<file path="src/inc/ans_pkg.sv">
// Purpose: constants for the auto-negotiation partner status registers
// Assumes: classic wishbone, 32-bit data, registers one word per index
// Notes: byte address of a register is four times its index
// How it works
// - bit 13 of the partner next-page word is 1 for a message page, 0 else.
// - bit 12 of that word shows whether the partner can comply, reset 0.
// - bit 11 reads 1 when the previous transmitted toggle was 0, else 0.
// - bits 10:0 of that word hold the received code field, reset zero.
// - with bit 13 set the code is a message code, else it is unformatted.
// - the expansion status register sits at management index 6.
// - expansion bits 15:5 read zero and writes to them do nothing.
// - expansion bit 4 shows a parallel detection fault, reset 0.
// - expansion bit 3 shows the partner supports next pages, reset 0.
// - expansion bit 2 reads a fixed 1, the local side can send next pages.
// - expansion bit 1 sets on a received page and clears when read.
// - expansion bit 0 shows the partner supports auto-negotiation.
// - the acknowledge bit follows received pages only, never software.
package ans_pkg;

    // ************************************************************
    // register indices, byte address is index times four
    // ************************************************************
    localparam logic [5:0] IDX_NP_WORD = 6'h05;
    localparam logic [5:0] IDX_EXP = 6'h06;
    localparam logic [5:0] IDX_IRQ_ST = 6'h10;
    localparam logic [5:0] IDX_IRQ_MASK = 6'h11;

    // ************************************************************
    // field positions
    // ************************************************************
    localparam int NP_ACK_BIT = 14;
    localparam int NP_MSG_BIT = 13;
    localparam int NP_COMPLY_BIT = 12;
    localparam int NP_TOGGLE_BIT = 11;
    localparam int EXP_FAULT_BIT = 4;
    localparam int EXP_LP_NP_BIT = 3;
    localparam int EXP_LOCAL_NP_BIT = 2;
    localparam int EXP_PAGE_RX_BIT = 1;
    localparam int EXP_LP_AN_BIT = 0;
    localparam int EV_PAGE = 0;
    localparam int EV_FAULT = 1;

    // ************************************************************
    // reset values
    // ************************************************************
    localparam logic [15:0] NP_WORD_RST = 16'h0000;
    localparam logic [1:0] IRQ_RST = 2'h0;
    localparam logic [15:0] EXP_FIXED = 16'h0004;

    // eight mask bits per byte lane of the low half-word
    function automatic logic [15:0] ans_lane_mask(input logic [3:0] sel);
        ans_lane_mask = {{8{sel[1]}}, {8{sel[0]}}};
    endfunction : ans_lane_mask

endpackage : ans_pkg

</file>
<file path="src/inc/ans_req_if.sv">
// Purpose: carries decoded register requests between bus port and registers
// Assumes: strobes are one-cycle pulses
// Notes: read data returns in the same cycle
`timescale 1ns/100ps
interface ans_req_if;
    logic rd_stb;
    logic wr_stb;
    logic [5:0] idx;
    logic [31:0] wdata;
    logic [3:0] sel;
    logic [31:0] rdata;

    // bus side raises requests
    modport port (output rd_stb, output wr_stb, output idx, output wdata,
                  output sel, input rdata);
    // register side answers them
    modport regs (input rd_stb, input wr_stb, input idx, input wdata,
                  input sel, output rdata);
endinterface : ans_req_if

</file>
<file path="src/verilog/ans_regs.sv">
// Purpose: partner next-page word and expansion status registers
// Assumes: negotiation engine drives page strobe and ability levels
// Notes: interrupt status and mask sit beside the documented registers
//
// Added by the designer: register access over Wishbone.
`timescale 1ns/100ps
module ans_regs
    import ans_pkg::*;
(
    input wire logic clk_i,
    input wire logic rst_i,
    input wire logic ce_i,
    input wire logic wb_cyc_i,
    input wire logic wb_stb_i,
    input wire logic wb_we_i,
    input wire logic [7:0] wb_adr_i,
    input wire logic [3:0] wb_sel_i,
    input wire logic [31:0] wb_dat_i,
    output logic [31:0] wb_dat_o,
    output logic wb_ack_o,
    input wire logic page_rx_stb_i,
    input wire logic [15:0] page_word_i,
    input wire logic last_tx_toggle_i,
    input wire logic pd_fault_i,
    input wire logic partner_next_page_capable_i,
    input wire logic partner_autoneg_capable_i,
    output logic irq_o
);

    // ************************************************************
    // declarations
    // ************************************************************
    ans_req_if req ();

    logic [15:0] np_word_reg;
    logic [15:0] np_word_next;
    logic parallel_detect_fault_flag_reg;
    logic parallel_detect_fault_flag_next;
    logic partner_next_page_capable_reg;
    logic partner_next_page_capable_next;
    logic partner_autoneg_capable_reg;
    logic partner_autoneg_capable_next;
    logic page_rx_reg;
    logic page_rx_next;
    logic [1:0] irq_st_reg;
    logic [1:0] irq_st_next;
    logic [1:0] irq_mask_reg;
    logic [1:0] irq_mask_next;
    logic [15:0] exp_word;
    logic [15:0] wmask;
    logic exp_read;
    logic fault_rise;
    logic [1:0] events;

    // ************************************************************
    // bus front end
    // ************************************************************
    // wishbone slave, decoded requests come back through req
    ans_wb_port u_port (
        .clk_i(clk_i),
        .rst_i(rst_i),
        .ce_i(ce_i),
        .wb_cyc_i(wb_cyc_i),
        .wb_stb_i(wb_stb_i),
        .wb_we_i(wb_we_i),
        .wb_adr_i(wb_adr_i),
        .wb_sel_i(wb_sel_i),
        .wb_dat_i(wb_dat_i),
        .wb_dat_o(wb_dat_o),
        .wb_ack_o(wb_ack_o),
        .req(req.port)
    );

    // ************************************************************
    // partner next-page word
    // ************************************************************
    // loaded only from a received page, bus writes never reach it
    always_comb begin
        np_word_next = np_word_reg;
        if (page_rx_stb_i) begin
            np_word_next = page_word_i;
            np_word_next[NP_TOGGLE_BIT] = ~last_tx_toggle_i;
        end
    end

    always_ff @(posedge clk_i) begin
        if (rst_i) begin
            np_word_reg <= NP_WORD_RST;
        end else if (ce_i) begin
            np_word_reg <= np_word_next;
        end
    end

    // ************************************************************
    // expansion status flags
    // ************************************************************
    assign exp_read = req.rd_stb && (req.idx == IDX_EXP);

    // ability levels follow the engine, page flag is sticky
    always_comb begin
        parallel_detect_fault_flag_next = pd_fault_i;
        partner_next_page_capable_next = partner_next_page_capable_i;
        partner_autoneg_capable_next = partner_autoneg_capable_i;
        page_rx_next = page_rx_reg;
        if (exp_read) begin
            page_rx_next = 1'b0;
        end
        if (page_rx_stb_i) begin
            page_rx_next = 1'b1;
        end
    end

    always_ff @(posedge clk_i) begin
        if (rst_i) begin
            parallel_detect_fault_flag_reg <= 1'b0;
            partner_next_page_capable_reg <= 1'b0;
            partner_autoneg_capable_reg <= 1'b0;
            page_rx_reg <= 1'b0;
        end else if (ce_i) begin
            parallel_detect_fault_flag_reg <= parallel_detect_fault_flag_next;
            partner_next_page_capable_reg <= partner_next_page_capable_next;
            partner_autoneg_capable_reg <= partner_autoneg_capable_next;
            page_rx_reg <= page_rx_next;
        end
    end

    // assemble expansion word, upper bits constant zero
    always_comb begin
        exp_word = EXP_FIXED;
        exp_word[EXP_FAULT_BIT] = parallel_detect_fault_flag_reg;
        exp_word[EXP_LP_NP_BIT] = partner_next_page_capable_reg;
        exp_word[EXP_PAGE_RX_BIT] = page_rx_reg;
        exp_word[EXP_LP_AN_BIT] = partner_autoneg_capable_reg;
    end

    // ************************************************************
    // interrupt status and mask
    // ************************************************************
    assign fault_rise = pd_fault_i & ~parallel_detect_fault_flag_reg;
    assign events = {fault_rise, page_rx_stb_i};
    assign wmask = ans_lane_mask(req.sel);

    // write one clears, a new event wins over the clear
    always_comb begin
        irq_st_next = irq_st_reg;
        irq_mask_next = irq_mask_reg;
        if (req.wr_stb && (req.idx == IDX_IRQ_ST)) begin
            irq_st_next = irq_st_reg & ~(req.wdata[1:0] & wmask[1:0]);
        end
        if (req.wr_stb && (req.idx == IDX_IRQ_MASK)) begin
            irq_mask_next = (irq_mask_reg & ~wmask[1:0])
                | (req.wdata[1:0] & wmask[1:0]);
        end
        irq_st_next = irq_st_next | events;
    end

    always_ff @(posedge clk_i) begin
        if (rst_i) begin
            irq_st_reg <= IRQ_RST;
            irq_mask_reg <= IRQ_RST;
        end else if (ce_i) begin
            irq_st_reg <= irq_st_next;
            irq_mask_reg <= irq_mask_next;
        end
    end

    assign irq_o = |(irq_st_reg & irq_mask_reg);

    // ************************************************************
    // read mux
    // ************************************************************
    // 16-bit words in the low half, unmapped reads give zero
    always_comb begin
        req.rdata = 32'h0000_0000;
        unique case (req.idx)
            IDX_NP_WORD: req.rdata[15:0] = np_word_reg;
            IDX_EXP: req.rdata[15:0] = exp_word;
            IDX_IRQ_ST: req.rdata[1:0] = irq_st_reg;
            IDX_IRQ_MASK: req.rdata[1:0] = irq_mask_reg;
            default: req.rdata = 32'h0000_0000;
        endcase
    end
endmodule : ans_regs

</file>
<file path="src/verilog/ans_wb_port.sv">
// Purpose: classic wishbone slave front end for the status registers
// Assumes: one request at a time, master holds it until ack
// Notes: ack one cycle after the request, dropped the cycle after
`timescale 1ns/100ps
module ans_wb_port
    import ans_pkg::*;
(
    input wire logic clk_i,
    input wire logic rst_i,
    input wire logic ce_i,
    input wire logic wb_cyc_i,
    input wire logic wb_stb_i,
    input wire logic wb_we_i,
    input wire logic [7:0] wb_adr_i,
    input wire logic [3:0] wb_sel_i,
    input wire logic [31:0] wb_dat_i,
    output logic [31:0] wb_dat_o,
    output logic wb_ack_o,
    ans_req_if.port req
);

    logic ack_reg;
    logic ack_next;
    logic [31:0] dat_reg;
    logic [31:0] dat_next;
    logic take;

    // ************************************************************
    // request decode
    // ************************************************************
    // a request is taken once, in the cycle before ack
    assign take = ce_i & wb_cyc_i & wb_stb_i & ~ack_reg;
    assign req.rd_stb = take & ~wb_we_i;
    assign req.wr_stb = take & wb_we_i;
    assign req.idx = wb_adr_i[7:2];
    assign req.wdata = wb_dat_i;
    assign req.sel = wb_sel_i;

    // ************************************************************
    // answer
    // ************************************************************
    // next ack and registered read data
    always_comb begin
        ack_next = take;
        dat_next = dat_reg;
        if (take && !wb_we_i) begin
            dat_next = req.rdata;
        end
    end

    // register answer, frozen while ce_i is low
    always_ff @(posedge clk_i) begin
        if (rst_i) begin
            ack_reg <= 1'b0;
            dat_reg <= 32'h0000_0000;
        end else if (ce_i) begin
            ack_reg <= ack_next;
            dat_reg <= dat_next;
        end
    end

    assign wb_ack_o = ack_reg;
    assign wb_dat_o = dat_reg;

endmodule : ans_wb_port
</file>
<file path="config.mk">
export PLATFORM = sky130hd
export DESIGN_NAME = ans_regs
export DESIGN_NICKNAME = d
export VERILOG_FILES = /design/src/inc/ans_pkg.sv /design/src/inc/ans_req_if.sv /design/src/verilog/ans_regs.sv /design/src/verilog/ans_wb_port.sv
export SDC_FILE = /design/constraint.sdc
export NUM_CORES = 1
export LEC_CHECK = 0
export BUFFER_PORTS_ARGS = -buffer_cell sky130_fd_sc_hd__buf_2
export CORE_MARGIN = 2
export CORE_UTILIZATION = 30
export CTS_CLUSTER_DIAMETER = 100
export DETAILED_ROUTE_END_ITERATION = 16
export PLACE_DENSITY_LB_ADDON = 0.08
export SETUP_SLACK_MARGIN = 0.2
export SYNTH_ARGS = -nofsm -noshare
export SYNTH_HDL_FRONTEND = slang
export SYNTH_HIERARCHICAL = 1
export SYNTH_SLANG_ARGS = --single-unit
</file>
<file path="constraint.sdc">
create_clock -name clk_i -period 3.9 [get_ports clk_i]
set_input_delay 0.39 -clock clk_i [delete_from_list [all_inputs] [get_ports clk_i]]
set_output_delay 0.39 -clock clk_i [all_outputs]
set_load 0.01 [all_outputs]
</file>
# [Yosys cells after proc, flatten, opt, wreduce, memory -nomap -nowiden]
# Cells that the tools add are included.
[totals] register_bits=41 latch_bits=0 ramBits=0 romBits=0 input_bits=71 out_inout_bits=34 word_cells=47 n_memories=0
[classes] n_addsub=0 multipliers=0 div=0 order_cmp=0 n_eq_ne=4 shifts=0 mux=5 bitwise=18 n_reduce_logical=11
[ops] op="one-hot mux 14 bit (2 select lines)" count=1
[ops] op="== test 6 x 3 -> 1 bit, second input constant" count=2
[ops] op="== test 6 x 5 -> 1 bit, second input constant" count=2
[ops] op="AND 2 bit" count=4
[ops] op="one-hot mux 2 bit (4 select lines)" count=1
[ops] op="AND reduction 2 bit" count=4
[ops] op="AND 1 bit" count=6
[ops] op="logical AND 1 bit" count=4
[ops] op="NOT 1 bit" count=4
[ops] op="NOT 2 bit" count=2
[ops] op="bitwise OR 2 bit" count=2
[ops] op="two-way mux 1 bit" count=2
[ops] op="two-way mux 2 bit" count=1
[ops] op="nonzero test 2 bit" count=1
[ops] op="OR reduction 2 bit" count=1
[ops] op="logical NOT 1 bit" count=1

# [Depth between registers and ports, before layout]
# Gate-level depths: netlist of the first run.
[depth] word_depth=7 mapped_depth=7

# [Modules after synthesis]
# Netlist of the first run, hierarchy kept.
[by_module_without_submodules] mod="ans_wb_port" n_inst=1 cells_each=195 area_each_um2=1699.1 seq_area_each_um2=660.6
[by_module_without_submodules] mod="ans_regs" n_inst=1 cells_each=141 area_each_um2=1123.6 seq_area_each_um2=480.5

# [Worst setup path before layout of the first run]
# OpenSTA, ideal clock, no wires.
[synth_path] kind="input to register" start="input port wb_adr_i[7]" end="register u_port.dat_reg[0], in the netlist u_port/wb_dat_o[0]" setup_ns=0.070 t_arrival_ns=1.684 required_ns=3.830 setup_slack_ns=2.146 cell_stages=7 cell_sequence="buf_4 -> nor4b_4 -> buf_4 -> nand3_1 -> nand4_1 -> or3b_1 -> a21oi_1"
[synth_between] elab_chain_len=2
[synth_rtl] element="from (decl)" line_no="ans_regs.sv:16" text="input wire logic [7:0] wb_adr_i,"
[synth_rtl] element="== test 6 x 5 -> 1 bit or == test 6 x 3 -> 1 bit (tied branches)" line_no="ans_regs.sv:175" text="unique case (req.idx)"
[synth_rtl] element="one-hot mux 2 bit (4 select lines) (*)" line_no="ans_regs.sv:175"
[synth_rtl] element="net req.rdata[0]" line_no="ans_req_if.sv:11" text="logic [31:0] rdata;"
[synth_rtl] element="to (signal assigned)" line_no="ans_wb_port.sv:58" text="dat_reg <= dat_next;"
[synth_rtl] element="to (decl)" line_no="ans_wb_port.sv:24" text="logic [31:0] dat_reg;"
# The timed path passes the listed nets; every way through them passes the cells marked *.
# A chain may end at the register's enable or synchronous reset.

==> results by group, run 1 <==
Final layout
  – Max reg flops: 32
  – Area of all sequential standard cells: 1141 sq um
  – Multi-input logic area: 1284 sq um
  – Ratio of cells with drive above 1 in the final layout: 23.16%
  – # fillers: 916
  – Final nets: 435
  – Area added between synthesis and finish: 20.26%
  – Final Non-Filler Cells: 472
  – N_diodes: 0

Place
  – PortBufs: 68
  – Final RePlAce weighted congestion: 0.7778
  – Dpl hpwl: 4225 um
  – Placed cells: 458

Floorplan
  – Die ar.: 9340 sq um
  – Die Wd: 96.65 um
  – Core Area: 8258 sq um
  – Cell Rows: 33
  – # IOs: 105
  – Initial Util: 31.18%
  – Die Y: 96.65 um

Pwr
  – Pleak: 0.001306 uW
  – Power, Total: 1181 uW
  – Peak supply drop: 0.1279 mV
  – Pwr/cell area: 381.2 nW/um^2

Synthesis
  – Mapped cell area: 2575 sq um
  – Post-Syn Instances: 303
  – Warnings, synthesis: 6
  – Syn_area_per_cell: 8.498 sq um

Timing
  – RSZ-0062 raised after global routing: false
  – WHS: 0.2344 ns
  – Setup TNS: 0 ns
  – Final Max Tran Viols: 0
  – Final Hold Viols: 0
  – Worst-margin pin slew: 0.8228 ns
  – Clock Skews: 0.007044 ns
  – Final setup fails: 0
  – Final Cycle Share: 48.33%
  – Slew margin rel.: 45.04%
  – Fmax: 530.5 MHz
  – Fin crit period: 1.885 ns

Route
  – Total Wirelength: 6390 um
  – Drt drc: 0
  – Routed length per instance: 13.54 um
  – DRT antenna net count: 0
  – Initial detailed-routing violation count: 122
  – DR vias/cell: 4.765
  – Detailed-route via count: 2249
  – Initial DRT Pass Iterations: 4

Clocking
  – Cts repair resizes: 0
  – CTS Hold Buffers Added: 0
  – Worst-path clk slew: 0.06 ns
  – Setup Fix Bufs, Post-CTS: 0
  – H-tree depth: 3
  – Clock sink count: 57
  – Clock tree buffer depth: 2
  – CTS buffer count: 9
  – Root Buffer: clkbuf_8
  – Clock latency on the worst-skew pair: 0.33 ns
  – CTS tree: built

Global routing
  – Initial antenna violation count: 0
  – Vias in the first global route: 2138
  – Largest net degree at the start of global routing: 55
  – Global-route usage over all layers: 14.05%
  – Grt total ovfl: 0
  – Global-route wire length before repair: 10570 um

Setup path
  – Worst EP required: 4.17 ns
  – Worst EP arrival: 2.15 ns
  – Crit path max fanout: 51
  – Reg2reg setup slack: 2.05 ns
  – Setup CP Type: primary input to register
  – CP Capture Type: register
  – Startpoint type of the worst setup path: primary input

Status
  – Status: finished, final reports clean

Run
  – Max Cap Viol: 0

Worst hold path
  – HP Class: primary input to register
layout by cell type (no fill, tap or decap), drive strengths merged, types with 2 or more instances in the layout:
cell type / instances
mux2i: 4
nand4: 2
a21oi: 49
a22o: 2
or3b: 32
nor2b: 2
and3: 13
conb: 16
o21ai: 34
dfxtp: 57
nand2: 35
and2: 3
nor2: 7
buf: 71
inv: 4
clkbuf: 14
nand3: 9
worst max-delay path, cell delays in order:
cell,delay (ns)
buf_2,0.29
nand4b_4,0.55
nor2_1,0.23
and3_1,0.27
and3_1,0.22
mux2i_1,0.19
per-layer routing:
layer / track usage (%) / share of wire [%] / vias to the layer above
li1: - / - / 1170
met1: 19.61 / 52 / 1009
met2: 19.50 / 40 / 53
met3: 3.685 / 4.1 / 17
met4: 7.909 / 3.3 / 0
met5: 0 / 0 / -
path summary, 6_finish.rpt:
check	end	startpoint	cells after the start
worst max-delay path	register	ce_i	6
worst min-delay path	np_word_reg[11]$_SDFFE_PP0P_	last_tx_toggle_i	2
worst max register to register	register	u_port/wb_ack_o$_SDFFE_PP0P_	5
worst min register to register	np_word_reg[9]$_SDFFE_PP0P_	np_word_reg[9]$_SDFFE_PP0P_	2
layout make-up:
type / count / area share [%]
well taps: 105 / 4.242
flip-flops and latches: 57 / 36.85
clock buffers: 14 / 5.253
multi-input cells: 221 / 41.45
inverters: 4 / 0.4848
repair buffers: 71 / 11.72
power breakdown:
| group | internal, uW | leakage [uW] | total [uW] | switching (uW) |
|---|---|---|---|---|
| Combinational | 34.7 | 0.000761 | 95.7 | 61.1 |
| Clock | 259 | 0.0000826 | 479 | 220 |
| Sequential | 598 | 0.000463 | 606 | 7.50 |
metrics by stage:
| step | util [%] | setup WS, ns | area (sq um) |
|---|---|---|---|
| 6_report | 37.50 | 2.015 | 3097 |
| 5_1_grt | 37.50 | 1.807 | 3097 |
| 4_1_cts | 37.50 | 2.014 | 3097 |
| 3_5_place_dp | 35.53 | 1.669 | 2934 |
| 3_3_place_gp | 35.53 | 1.681 | 2934 |
| 2_1_floorplan | - | 2.146 | 2631 |
Power figures use the tool's default switching activity.
==> run 2: changes to the inputs <==
==> constraint.sdc (replaced) <==
create_clock -name clk_i -period 1.9 [get_ports clk_i]
set_input_delay 0.19 -clock clk_i [delete_from_list [all_inputs] [get_ports clk_i]]
set_output_delay 0.19 -clock clk_i [all_outputs]
set_load 0.01 [all_outputs]
==> run 2 against run 1 <==
  * Critical path depth decreased by 2
  * Setup slack lost 1.5 ns
  * Sequential cell count unchanged
  * Die area unchanged
  * Non-clock buffer count rose by 9
  * Clock power rose by 120%
  * Register-to-register slack worse by 1.6 ns
  * Combinational power up 120%
  * Final cell count up 2.1%
  * Sequential power increased by 100%
  * Largest cell class unchanged
  * Highest routed layer unchanged
==> results by group, run 2 (same netlist as run 1, synthesis figures left out) <==
Setup path
  – Worst Reg2Reg Path Length in Cells: 4 (-1)
  – Critical path, cell by cell: nand4b_4, buf_4, or3b_1, a21oi_1
  – Buffer and inverter count on the worst path: 1 (unchanged)
  – Reg2reg setup slack: 0.47 ns (-1.58 ns)
  – Delay-heaviest family, CP: simple AND/OR/NAND/NOR gates
  – Worst flop-to-flop path startpoint: u_port/wb_ack_o$_SDFFE_PP0P_
  – Startpoint type of the worst setup path: register
  – Worst EP arrival: 1.70 ns (-0.45 ns)
  – Worst setup path startpoint: u_port/wb_ack_o$_SDFFE_PP0P_
  – Worst EP required: 2.17 ns (-2.00 ns)
  – Crit-path slowest cell: or3b_1
  – Setup CP Type: register to register
  – Crit path max fanout: 66 (+29%)
  – RR Endpoint: u_port/wb_dat_o[12]$_SDFFE_PP0P_
  – CP Capture Type: register
  – Worst path max stage delay: 0.43 ns (-0.12 ns)

Worst hold path
  – Hold Startpoint: last_tx_toggle_i
  – Worst Hold Depth: 2 (unchanged)
  – HP Class: primary input to register
  – Hold Path Sink: np_word_reg[11]$_SDFFE_PP0P_

Place
  – Dpl hpwl: 4450 um (+5.3%)
  – Final RePlAce weighted congestion: 0.7217 (-7.2%)
  – Placed cells: 467 (+2.0%)
  – PortBufs: 68 (unchanged)

Global routing
  – Global-route usage over all layers: 14.08% (+0.022 points)
  – Global-route wire length before repair: 10490 um (-0.78%)
  – Largest net degree at the start of global routing: 67 (+22%)
  – Grt total ovfl: 0 (unchanged)
  – Vias in the first global route: 2039 (-4.6%)
  – Initial antenna violation count: 0 (unchanged)

Timing
  – Final setup fails: 0 (unchanged)
  – Fin crit period: 1.431 ns
  – Worst-margin pin slew: 0.6621 ns (-0.1606 ns)
  – Final Max Tran Viols: 0 (unchanged)
  – Final Hold Viols: 0 (unchanged)
  – Fmax: 698.6 MHz
  – Slew margin rel.: 55.86% (+11 points)
  – Setup TNS: 0 ns (unchanged)
  – Final Cycle Share: 75.34%
  – Clock Skews: 0.006093 ns (-0.0009515 ns)
  – RSZ-0062 raised after global routing: false

Clocking
  – H-tree depth: 3 (unchanged)
  – Clock tree buffer depth: 2 (unchanged)
  – Clock sink count: 57 (unchanged)
  – Root Buffer: clkbuf_8
  – Setup Fix Bufs, Post-CTS: 0 (unchanged)
  – CTS buffer count: 9 (unchanged)
  – CTS Hold Buffers Added: 0 (unchanged)
  – Worst-path clk slew: 0.06 ns (about the same)
  – Clock latency on the worst-skew pair: 0.33 ns (about the same)
  – Cts repair resizes: 0 (unchanged)
  – CTS tree: built

Status
  – Status: finished, final reports clean

Pwr
  – Pleak: 0.001369 uW (+4.8%)
  – Peak supply drop: 0.2999 mV (+130%)
  – Pwr/cell area: 780.7 nW/um^2 (+100%)

Floorplan
  – # IOs: 105 (unchanged)
  – Die Wd: 96.65 um (unchanged)
  – Cell Rows: 33 (unchanged)
  – Core Area: 8258 sq um (unchanged)
  – Die ar.: 9340 sq um (unchanged)
  – Initial Util: 31.18% (unchanged)
  – Die Y: 96.65 um (unchanged)

Route
  – DRT antenna net count: 0 (unchanged)
  – Routed length per instance: 13.44 um (-0.70%)
  – Initial detailed-routing violation count: 96 (-21%)
  – Total Wirelength: 6480 um (+1.4%)
  – DR vias/cell: 4.629 (-2.9%)
  – Detailed-route via count: 2231 (-0.80%)
  – Drt drc: 0 (unchanged)
  – Initial DRT Pass Iterations: 4 (unchanged)

Final layout
  – Most frequent cells in the layout: buf_2, dfxtp_1, a21oi_1
  – Most common cell after layout, fill and taps aside: buf_2
  – Final Non-Filler Cells: 482 (+2.1%)
  – N_diodes: 0 (unchanged)
  – Final nets: 444 (+2.1%)
  – Area added between synthesis and finish: 24.05%
  – # fillers: 904 (-1.3%)
  – Ratio of cells with drive above 1 in the final layout: 25.99% (+2.8 points)
  – Max reg flops: 32 (unchanged)

Run
  – Max Cap Viol: 0 (unchanged)
[run 2: cell types whose count changed in the layout (fill, tap and decap cells not counted), sizes merged]
cell,previous run,this run
buf,71,80
clkinv,0,3
clkbuf,14,12
[run 2: report_power, final]
part | switching, uW | internal, uW
registers | 15.9 | 1230
logic | 128 | 83.2
clock network | 474 | 566
[run 2: final cells by class]
class	count	area [sq um]	area share, %
Multi-Input combinational cell	221	1284	40.19
Sequential cell	57	1141	35.72
Timing Repair Buffer	80	442.9	13.87
Clock buffer	12	165.2	5.170
Tap cell	105	131.4	4.113
Clock inverter	3	15.01	0.4700
Inverter	4	15.01	0.4700
[run 2: worst max path at each step]
stage / to / cells past startpoint
finish: u_port/wb_dat_o[12]$_SDFFE_PP0P_ / 4
global placement: u_port/wb_dat_o[3]$_SDFFE_PP0P_ / 7
global route: u_port/wb_dat_o[13]$_SDFFE_PP0P_ / 4
detailed placement: u_port/wb_dat_o[3]$_SDFFE_PP0P_ / 7
CTS: u_port/wb_dat_o[15]$_SDFFE_PP0P_ / 4
floorplan: register / 7
[run 2: per-stage QoR]
stage	hold slack (ns)	utilization [%]	total power (uW)	area [sq um]	worst slack (ns)
finish	0.02409	38.68	2494	3194	0.4685
global route	0.02388	38.68	2622	3194	0.3884
CTS	0.01269	38.68	2541	3194	0.4708
detailed placement	0.3735	36.50	1483	3014	0.2117
global placement	0.3723	36.50	1480	3014	0.2186
floorplan	0.2856	-	1406	2631	0.2428
[run 2: per-layer routing]
layer | up-vias | global-route usage (%) | routed length [um]
li1 | 1187 | - | -
met1 | 982 | 19.76 | 3277
met2 | 50 | 19.87 | 2772
met3 | 12 | 3.757 | 317
met4 | 0 | 6.826 | 112
met5 | - | 0 | 0
